File: src/include/rsc_cfg.svh
// Register offsets, field positions, reset values and divider constants of the strap/clock/irq block
`ifndef RSC_CFG_SVH
`define RSC_CFG_SVH

// Register byte offsets
`define RSC_OFS_STRAP 5'h00
`define RSC_OFS_CTRL 5'h04
`define RSC_OFS_IRQ_STAT 5'h08
`define RSC_OFS_IRQ_CLR 5'h0c
`define RSC_OFS_IRQ_EN 5'h10
`define RSC_OFS_TMR_PER 5'h14
`define RSC_OFS_LIVE 5'h18

// Strap register fields
`define RSC_ST_RATIO_LO 0
`define RSC_ST_CODE_LO 2
`define RSC_ST_BIG 5
`define RSC_ST_PROTO 6

// Control register fields
`define RSC_CTRL_HALT 0
`define RSC_CTRL_DOZE 1

// Interrupt status bits: 0..3 general requests, then nmi and timer
`define RSC_IRQ_GP_LO 0
`define RSC_IRQ_NMI 4
`define RSC_IRQ_TMR 5

// Live register fields
`define RSC_LV_GP_LO 0
`define RSC_LV_NMI 4
`define RSC_LV_PLL 5
`define RSC_LV_LP 6
`define RSC_LV_TINH 7

// Ratio strap values and the matching ratio codes
`define RSC_STRAP_R4 2'h0
`define RSC_STRAP_R25 2'h1
`define RSC_STRAP_R2 2'h2
`define RSC_STRAP_R3 2'h3
`define RSC_CODE_R4 3'h2
`define RSC_CODE_R25 3'h7
`define RSC_CODE_R2 3'h0
`define RSC_CODE_R3 3'h1

// Divider counts in half cycles: twice the ratio
`define RSC_MOD_R4 4'h8
`define RSC_MOD_R25 4'h5
`define RSC_MOD_R2 4'h4
`define RSC_MOD_R3 4'h6
`define RSC_DIV_STEP 4'h2

// Bus byte lanes
`define RSC_LANES 4
`define RSC_LANE_W 8

// Reset values
`define RSC_TMR_PER_RST 16'h0000
`define RSC_TMR_ONE 16'h0001
`define RSC_IRQ_EN_RST 6'h00

`endif

File: src/include/rsc_pkg.sv
// Types of the strap/clock/irq block
package rsc_pkg;

  typedef logic [1:0] rsc_ratio_t;
  typedef logic [2:0] rsc_code_t;
  typedef logic [3:0] rsc_gpi_t;
  typedef logic [5:0] rsc_irq_t;
  typedef logic [3:0] rsc_acc_t;
  typedef logic [15:0] rsc_tmr_t;
  typedef logic [31:0] rsc_word_t;
  typedef logic [4:0] rsc_addr_t;

  typedef struct packed {
    logic captured;
    rsc_ratio_t ratio_strap;
    rsc_code_t ratio_code;
    logic big_endian;
    logic proto9;
    rsc_gpi_t gpi_s1;
    rsc_gpi_t gpi_s2;
    logic nmi_s1;
    logic nmi_s2;
    logic nmi_prev;
    rsc_irq_t irq_status;
    rsc_irq_t irq_enable;
    logic halt;
    logic doze;
    rsc_tmr_t tmr_period;
    rsc_tmr_t tmr_count;
    rsc_acc_t div_acc;
    logic bus_clk_en;
    logic irq;
    logic nmi;
    logic low_power;
    logic pll_run;
    logic waitreq;
    rsc_word_t rdata;
  } rsc_state_s;

endpackage

File: src/rtl/rsc_ctrl.sv
// Strap capture, bus clock divider, interrupt sampling and low-power control
//
// Behaviour
// - Ratio strap 00,01,10,11 selects 1:4,1:2.5,1:2,1:3 with codes 010,111,000,001.
// - Timer interrupt allowed while inhibit input low, suppressed while high.
// - Low-power output high while halt or doze state is active.
// - Byte order strap at reset: 0 little-endian, 1 big-endian.
// - Four active-low general interrupt inputs sampled every rising clock edge.
// - Active-low nmi sampled every rising edge; software cannot mask it.
// - Bus clock enable divider starts in step with cold reset release.
// - PLL halt input low stops clock generation; high lets it run.
// - Protocol strap at reset: low 5-bit-command, high 9-bit-command protocol.

`include "rsc_cfg.svh"

module rsc_ctrl (
  // Clock and cold reset
  input wire logic i_clk,
  input wire logic i_arst_n,
  // Straps
  input wire logic [1:0] i_clock_ratio_strap,
  input wire logic i_byte_order_strap,
  input wire logic i_bus_protocol_strap,
  // Control pins
  input wire logic i_pll_halt_n,
  input wire logic i_timer_irq_inhibit,
  // Interrupt pins, active low
  input wire logic [3:0] i_gp_irq_n,
  input wire logic i_nmi_n,
  // Avalon-MM slave
  input wire logic [4:0] i_avs_address,
  input wire logic i_avs_read,
  input wire logic i_avs_write,
  input wire logic [31:0] i_avs_writedata,
  input wire logic [3:0] i_avs_byteenable,
  output logic [31:0] o_avs_readdata,
  output logic o_avs_waitrequest,
  // Captured configuration
  output logic [2:0] o_ratio_code_field,
  output logic o_big_endian,
  output logic o_protocol_9bit,
  // Clocking
  output logic o_system_bus_clock_en,
  output logic o_core_clock_run,
  // Status and interrupts
  output logic o_low_power_indicator,
  output logic o_irq,
  output logic o_nmi
);

  rsc_pkg::rsc_state_s st;
  rsc_pkg::rsc_state_s next_st;

  // Ratio code for a strap value
  function automatic rsc_pkg::rsc_code_t code_of(input rsc_pkg::rsc_ratio_t s);
    rsc_pkg::rsc_code_t c;
    case (s)
      `RSC_STRAP_R4: c = `RSC_CODE_R4;
      `RSC_STRAP_R25: c = `RSC_CODE_R25;
      `RSC_STRAP_R2: c = `RSC_CODE_R2;
      `RSC_STRAP_R3: c = `RSC_CODE_R3;
      default: c = `RSC_CODE_R2;
    endcase
    return c;
  endfunction

  // Divider modulus in half cycles for a ratio code
  function automatic rsc_pkg::rsc_acc_t mod_of(input rsc_pkg::rsc_code_t c);
    rsc_pkg::rsc_acc_t m;
    case (c)
      `RSC_CODE_R4: m = `RSC_MOD_R4;
      `RSC_CODE_R25: m = `RSC_MOD_R25;
      `RSC_CODE_R2: m = `RSC_MOD_R2;
      `RSC_CODE_R3: m = `RSC_MOD_R3;
      default: m = `RSC_MOD_R2;
    endcase
    return m;
  endfunction

  // Byte-lane merge of a write into a stored word
  function automatic rsc_pkg::rsc_word_t be_merge(
    input rsc_pkg::rsc_word_t old_w,
    input rsc_pkg::rsc_word_t new_w,
    input logic [3:0] be
  );
    rsc_pkg::rsc_word_t r;
    r = old_w;
    for (int i = 0; i < `RSC_LANES; i++) begin
      if (be[i]) begin
        r[i*`RSC_LANE_W +: `RSC_LANE_W] = new_w[i*`RSC_LANE_W +: `RSC_LANE_W];
      end
    end
    return r;
  endfunction

  always_comb begin
    rsc_pkg::rsc_acc_t div_sum;
    rsc_pkg::rsc_acc_t div_mod;
    rsc_pkg::rsc_irq_t evt;
    rsc_pkg::rsc_irq_t clr;
    rsc_pkg::rsc_irq_t unmaskable;
    rsc_pkg::rsc_word_t rd;
    rsc_pkg::rsc_word_t wr;
    rsc_pkg::rsc_word_t cur;
    logic clk_run;
    logic tmr_hit;
    logic req;
    logic commit_wr;
    logic wake;

    // Every local starts from a known value
    next_st = st;
    div_sum = '0;
    div_mod = mod_of(st.ratio_code);
    evt = '0;
    clr = '0;
    unmaskable = '0;
    rd = '0;
    wr = '0;
    cur = '0;
    tmr_hit = 1'b0;
    clk_run = 1'b0;
    wake = 1'b0;
    req = i_avs_read | i_avs_write;
    commit_wr = i_avs_write & ~st.waitreq;

    // Straps are taken on the first edge after reset release only
    if (!st.captured) begin
      next_st.captured = 1'b1;
      next_st.ratio_strap = i_clock_ratio_strap;
      next_st.ratio_code = code_of(i_clock_ratio_strap);
      next_st.big_endian = i_byte_order_strap;
      next_st.proto9 = i_bus_protocol_strap;
    end

    // Two-stage synchronisers, then a history stage for the nmi edge
    next_st.gpi_s1 = i_gp_irq_n;
    next_st.gpi_s2 = st.gpi_s1;
    next_st.nmi_s1 = i_nmi_n;
    next_st.nmi_s2 = st.nmi_s1;
    next_st.nmi_prev = st.nmi_s2;

    // Bus clock enable: accumulate half cycles, pulse on wrap
    clk_run = st.captured & i_pll_halt_n;
    if (!clk_run) begin
      next_st.div_acc = '0;
      next_st.bus_clk_en = 1'b0;
    end else begin
      div_sum = st.div_acc + `RSC_DIV_STEP;
      if (div_sum >= div_mod) begin
        next_st.div_acc = div_sum - div_mod;
        next_st.bus_clk_en = 1'b1;
      end else begin
        next_st.div_acc = div_sum;
        next_st.bus_clk_en = 1'b0;
      end
    end
    next_st.pll_run = i_pll_halt_n;

    // Internal timer counts bus clock pulses; zero period stops it
    if (clk_run && st.bus_clk_en && st.tmr_period != `RSC_TMR_PER_RST) begin
      if (st.tmr_count >= st.tmr_period - `RSC_TMR_ONE) begin
        next_st.tmr_count = '0;
        tmr_hit = 1'b1;
      end else begin
        next_st.tmr_count = st.tmr_count + `RSC_TMR_ONE;
      end
    end

    // Events
    evt[`RSC_IRQ_GP_LO +: $bits(rsc_pkg::rsc_gpi_t)] = ~st.gpi_s2;
    evt[`RSC_IRQ_NMI] = st.nmi_prev & ~st.nmi_s2;
    evt[`RSC_IRQ_TMR] = tmr_hit & ~i_timer_irq_inhibit;

    // Register read mux, loaded at the edge that drops waitrequest
    case (i_avs_address)
      `RSC_OFS_STRAP: begin
        rd[`RSC_ST_RATIO_LO +: $bits(rsc_pkg::rsc_ratio_t)] = st.ratio_strap;
        rd[`RSC_ST_CODE_LO +: $bits(rsc_pkg::rsc_code_t)] = st.ratio_code;
        rd[`RSC_ST_BIG] = st.big_endian;
        rd[`RSC_ST_PROTO] = st.proto9;
      end
      `RSC_OFS_CTRL: begin
        rd[`RSC_CTRL_HALT] = st.halt;
        rd[`RSC_CTRL_DOZE] = st.doze;
      end
      `RSC_OFS_IRQ_STAT: begin
        rd[$bits(rsc_pkg::rsc_irq_t)-1:0] = st.irq_status;
      end
      `RSC_OFS_IRQ_EN: begin
        rd[$bits(rsc_pkg::rsc_irq_t)-1:0] = st.irq_enable;
      end
      `RSC_OFS_TMR_PER: begin
        rd[$bits(rsc_pkg::rsc_tmr_t)-1:0] = st.tmr_period;
      end
      `RSC_OFS_LIVE: begin
        rd[`RSC_LV_GP_LO +: $bits(rsc_pkg::rsc_gpi_t)] = ~st.gpi_s2;
        rd[`RSC_LV_NMI] = ~st.nmi_s2;
        rd[`RSC_LV_PLL] = st.pll_run;
        rd[`RSC_LV_LP] = st.low_power;
        rd[`RSC_LV_TINH] = i_timer_irq_inhibit;
      end
      default: begin
        rd = '0;
      end
    endcase

    // Avalon handshake: one wait cycle, then one cycle with waitrequest low
    if (st.waitreq) begin
      if (req) begin
        next_st.waitreq = 1'b0;
        next_st.rdata = rd;
      end
    end else begin
      next_st.waitreq = 1'b1;
    end

    // Writes take effect at the edge that sees waitrequest low
    if (commit_wr) begin
      case (i_avs_address)
        `RSC_OFS_CTRL: begin
          cur = '0;
          cur[`RSC_CTRL_HALT] = st.halt;
          cur[`RSC_CTRL_DOZE] = st.doze;
          wr = be_merge(cur, i_avs_writedata, i_avs_byteenable);
          next_st.halt = wr[`RSC_CTRL_HALT];
          next_st.doze = wr[`RSC_CTRL_DOZE];
        end
        `RSC_OFS_IRQ_CLR: begin
          wr = be_merge('0, i_avs_writedata, i_avs_byteenable);
          clr = wr[$bits(rsc_pkg::rsc_irq_t)-1:0];
        end
        `RSC_OFS_IRQ_EN: begin
          cur = '0;
          cur[$bits(rsc_pkg::rsc_irq_t)-1:0] = st.irq_enable;
          wr = be_merge(cur, i_avs_writedata, i_avs_byteenable);
          next_st.irq_enable = wr[$bits(rsc_pkg::rsc_irq_t)-1:0];
        end
        `RSC_OFS_TMR_PER: begin
          cur = '0;
          cur[$bits(rsc_pkg::rsc_tmr_t)-1:0] = st.tmr_period;
          wr = be_merge(cur, i_avs_writedata, i_avs_byteenable);
          next_st.tmr_period = wr[$bits(rsc_pkg::rsc_tmr_t)-1:0];
          next_st.tmr_count = '0;
        end
        default: begin
          wr = '0;
        end
      endcase
    end

    // Sticky status: a new event wins over a clear in the same cycle
    next_st.irq_status = (st.irq_status & ~clr) | evt;

    // Nmi reaches the interrupt line whatever the enable register holds
    unmaskable[`RSC_IRQ_NMI] = 1'b1;
    next_st.irq = |(next_st.irq_status & (next_st.irq_enable | unmaskable));
    next_st.nmi = next_st.irq_status[`RSC_IRQ_NMI];

    // A pending enabled interrupt or nmi ends halt and doze
    // It also overrides a control write in the same cycle
    wake = |(st.irq_status & (st.irq_enable | unmaskable));
    if (wake) begin
      next_st.halt = 1'b0;
      next_st.doze = 1'b0;
    end
    next_st.low_power = next_st.halt | next_st.doze;
  end

  // Synchroniser and history flops reset to the idle pin level, so no false edge
  always_ff @(posedge i_clk or negedge i_arst_n) begin
    if (!i_arst_n) begin
      st <= '0;
      st.gpi_s1 <= '1;
      st.gpi_s2 <= '1;
      st.nmi_s1 <= 1'b1;
      st.nmi_s2 <= 1'b1;
      st.nmi_prev <= 1'b1;
      st.irq_enable <= `RSC_IRQ_EN_RST;
      st.tmr_period <= `RSC_TMR_PER_RST;
      st.waitreq <= 1'b1;
    end else begin
      st <= next_st;
    end
  end

  // Outputs straight from the state register
  assign o_avs_readdata = st.rdata;
  assign o_avs_waitrequest = st.waitreq;
  assign o_ratio_code_field = st.ratio_code;
  assign o_big_endian = st.big_endian;
  assign o_protocol_9bit = st.proto9;
  assign o_system_bus_clock_en = st.bus_clk_en;
  assign o_core_clock_run = st.pll_run;
  assign o_low_power_indicator = st.low_power;
  assign o_irq = st.irq;
  assign o_nmi = st.nmi;

endmodule

File: config.mk
export PLATFORM = sky130hd
export DESIGN_NAME = rsc_ctrl
export DESIGN_NICKNAME = d
export VERILOG_FILES = /design/src/include/rsc_pkg.sv /design/src/rtl/rsc_ctrl.sv
export VERILOG_INCLUDE_DIRS = /design/src /design/src/include
export SDC_FILE = /design/constraint.sdc
export NUM_CORES = 1
export LEC_CHECK = 0
export ABC_AREA = 1
export ABC_CLOCK_PERIOD_IN_PS = 3600
export BUFFER_PORTS_ARGS = -buffer_cell sky130_fd_sc_hd__buf_2
export CORE_UTILIZATION = 55
export CTS_CLUSTER_DIAMETER = 100
export DETAILED_ROUTE_END_ITERATION = 7
export PLACE_DENSITY_LB_ADDON = 0.25
export SYNTH_ARGS = -nofsm -noshare
export SYNTH_HDL_FRONTEND = slang
export SYNTH_SLANG_ARGS = --single-unit
export TNS_END_PERCENT = 1
File: constraint.sdc
create_clock -name i_clk -period 3.6 [get_ports i_clk]
set_clock_uncertainty 0.15 [all_clocks]
set_input_delay 0.72 -clock i_clk [delete_from_list [all_inputs] [get_ports i_clk]]
set_output_delay 0.72 -clock i_clk [all_outputs]
set_load 0.005 [all_outputs]
* After elaboration in Yosys (flattened, before gate mapping)
Cells that the tools add are included.
Storage, ports and cells: flip-flop bits (word level) 91, input bits 56, output and inout port bits 43, word-level logic and storage cells 97
Operators by class: add/sub/neg operators 4, order comparisons 2, eq/ne operators 12, mux-type cells 27, bitwise gates (word level) 15, reductions and logical operators 11
Operators with widths (count):
- $mux W40 | 1
- $mux W33 | 1
- $mux W16 | 2
- $mux W32 | 1
- $mux W6 | 5
- $mux W8 | 3
- $pmux W4 S5 | 1
- $and A6 B6 Y6 | 3
- $add A16 B1 Y16 const B | 1
- $ge A16 B16 Y1 | 1
- $reduce_bool A16 Y1 | 1
- $sub A16 B1 Y16 const B | 1
- $eq A5 B5 Y1 const B | 3
- $pmux W2 S6 | 1
- $pmux W3 S4 | 1
- $pmux W4 S3 | 1
- $reduce_or A6 Y1 | 2
- $eq A5 B4 Y1 const B | 2
- $mux W5 | 2
- $reduce_and A3 Y1 | 3
- $mux W2 | 3
- $not A6 Y6 | 1
- $or A6 B6 Y6 | 1
- $eq A5 B3 Y1 const B | 1
- 19 further kinds | 29

* Longest topological paths before layout
word-level depth 8, mapped depth 19

* Worst setup path before layout
No wires, ideal clock.
path kind reg-to-reg, start reg st[60] (netlist name), end reg st[50] (netlist name), setup time 0.080 ns, arrival time 2.426 ns, slack 0.944 ns, stages on the path, launching flop included 18, period minus slack after synthesis 2.656 ns, cell sequence dfrtp_1 nor2_1 nand2_1 nor3_2 nand2_1 nor2_2 nand4_1 o21ai_0 nand2_1 ha_1 a21oi_1 o21ai_0 a21oi_1 nand2_1 nand2_4 nand2_4 buf_6 nor3_2
RTL lines:
- start, declared | line rsc_ctrl.sv:51 | rsc_pkg::rsc_state_s st;
- start signal, assigned | line rsc_ctrl.sv:283 | st <= next_st;

==> impl_metrics.toml <==
[global_routing]
antenna_found_initial = 0
grt_pass1_wl_mm = 18.5
first_global_vias = 4080
grt_start_max_net_pins = 37
grt-ovfl-total = 0
grtUsageTotal_pct = 24.3

[setup_path]
worst-path-buf-inv = 0
start_kind = "flop"
path_common_cell = "nand2_1"
max_stage_delay_ps = 450
path_class = "flop to flop"
crit_fanout = 15
required_ps = 3740
cp.arrival_ps = 3250
cp_slowest_cell = "dfrtp_1"
setup.worst_path.end_class = "flop"
cp_cell_sequence = "nor2_1 > nand2_1 > nor3_2 > nand2_1 > nor2_2 > nand4_1 > o21ai_0 > nand2_1 > ha_1 > a21oi_1 > o21ai_0 > a21oi_1 > nand2_1 > nand2_4 > nand2_4 > nor3_1"
critPathTopFamily = "simple AND/OR/NAND/NOR gates"

[sta]
rsz0062_at_grt = "no"
post-route-min-period_ps = 3110
setup_slack_ps = 494
max_freq_ghz = 0.322
final.setup.tns_ps = 0
relSlewSlack_pct = 64.9
slew_viol_final = 0
setup_viol = 0
tightest_slew_ps = 524
hold_viol = 0
timing.final.crit_share_pct = 86.3

[logic_synthesis]
syn_avg_cell_area_um2 = 8.23
synth_top_area_share_pct = 38.0
synth_area_leader_cell = "dfrtp_1"
yosysUniqueCellTypes = 44
synth_area_um2 = 5130
synthCells = 624
seq_area_frac_synth_pct = 44.2
synth_area_leaders = "dfrtp_1 38%, nand2_1 10%, dfstp_2 6.1%"
yosys_warnings = 0
ys_seq_elements = 90

[clock_tree]
numCtsBuffers = 9
cts_tree = "done"
cts_resized = 0
post_cts_buffers = 0
clk_pin_slew_ps = 90
h-tree-depth = 3
clockRootBuffer = "clkbuf_8"
clk_latency_ps = 370
hold_buffers = 0
clock-sinks = 90
cts_max_path_buffers = 2

[die]
fp-row-count = 34
core-area_um2 = 8890
die_w_um = 98.6
dieArea_um2 = 9720
ioPinCount = 99
start_util_pct = 57.7
die_h_um = 98.6

[placed_design]
pre_cts_ws_ps = 490
gp_congestion = 0.972
place_hpwl_mm = 8.51
io_buffers = 64

[route]
drt_wl_total_mm = 10.9
post_drt_wl_per_cell_um = 13.8
drtIter0Drc = 201
drtAntennaViolNets = 0
drcViolationCount = 0
viasPerCell = 5.29
dr.pass1.iters = 4
vias = 4161

[finish]
num_antenna_cells = 0
drive_gt1_share_pct = 19.0
synthToLayoutAreaGrowth_pct = 7.75
multi_input_area_um2 = 2290
fillers = 755
final-seq-area_um2 = 2270
nets = 754

[power]
irDropWorstVdd_uv = 339
total_power_mw = 2.65
p_leak_nw = 2.86
power_density_nw_per_um2 = 480

[flow_run]
drv_cap = 0

[min_path]
hold_class = "primary input to asynchronous set/reset pin"

[status]
status = "completed"
[area by class of cell]
cell class                 instances  share of cell area, %
clock inverter                     6                  0.882
inverter                          83                   5.68
tap                              108                   2.44
timing repair buffer              67                   6.24
multi-input combinational        423                   41.5
sequential                        90                   41.0
clock buffer                      10                   2.31
[worst paths after layout]
path / end / depth (start not counted) / slack, ps / start
worst max register to register: st[47] / 16 / 490 / st[60]
min in group i_clk: st[91] / 0 / 210 / next_st[91]
worst max-delay path: st[47] / 16 / 490 / st[60]
worst min register to register: st[91] / 0 / 210 / next_st[91]
max in group asynchronous: st[93] / 2 / 2370 / i_arst_n
worst min-delay path: st[54] / 1 / 140 / i_arst_n
[cells in the final DEF (no fill, tap or decap), types with 2 or more instances in the layout]
cell	count
conb_1	17
o22ai_1	2
inv_1	76
o21ai_1	5
nand4_1	9
nand2_2	3
nor3_2	5
nand3_2	2
dfstp_2	12
dfrtp_1	78
nand2_1	142
a211oi_1	3
xor2_1	14
a21oi_1	28
nor2_2	9
o31ai_1	8
clkbuf_8	9
a31oi_1	2
nor3_1	19
inv_2	6
xnor2_1	4
nor2_1	56
o21a_1	2
o21ai_0	37
nand3_1	16
ha_1	23
nand2_4	3
buf_4	4
inv_6	3
inv_4	2
buf_2	63
[where the power goes]
part	switching (mW)	internal [mW]
Sequential	0.122	1.14
Combinational	0.445	0.298
Clock	0.386	0.263
Total	0.953	1.70
[per-stage QoR]
step                instance area, um^2  util (%)  instances  hold slack [ps]
finish                             5530      62.2        787              143
global route                       5530      62.2        787              170
CTS                                5530      62.2        787              143
detailed placement                 5360      60.2        771              197
global placement                   5360      60.2        771              196
floorplan                          5190         -        639              195
[cells in the mapped netlist, drive strengths merged]
cell,n
nand2,148
inv,83
dfrtp,78
nor2,66
o21ai,42
buf,39
a21oi,29
nor3,24
ha,23
nand3,18
xor2,14
dfstp,12
nand4,11
o31ai,8
clkbuf,4
xnor2,4
a211oi,3
a31oi,2
conb,2
mux2,2
nor4,2
o21a,2
o22ai,2
a221oi,1
a22oi,1
a41oi,1
fa,1
mux2i,1
o211ai,1
[per-layer routing]
layer,global-route usage (%),vias up,wire (um)
met5,0,-,0
met4,9.64,0,241
met3,5.53,17,703
met2,40.9,137,5180
met1,30.5,1946,4760
li1,-,2061,-
[sequential cells by signal (all words and copies together) (netlist names)]
register and cells:
o_low_power_indicator 1, o_avs_waitrequest 1, o_core_clock_run 1, o_ratio_code_field 3, o_irq 1, o_big_endian 1
o_avs_readdata 16, o_protocol_9bit 1, next_st 6, o_system_bus_clock_en 1, st 58
[cell families after synthesis]
group | count (synthesis) | synth area share [%]
muxes | 3 | 0.634
other | 2 | 0.146
buffers and inverters | 126 | 12.3
adders and majority gates | 24 | 6.00
DFF | 90 | 44.2
xor gates and xnor gates | 18 | 3.07
AOI/OAI and AO/OA | 92 | 10.0
and+or+nand+nor | 269 | 23.7
Note: power is estimated with default switching activity, not from simulation.
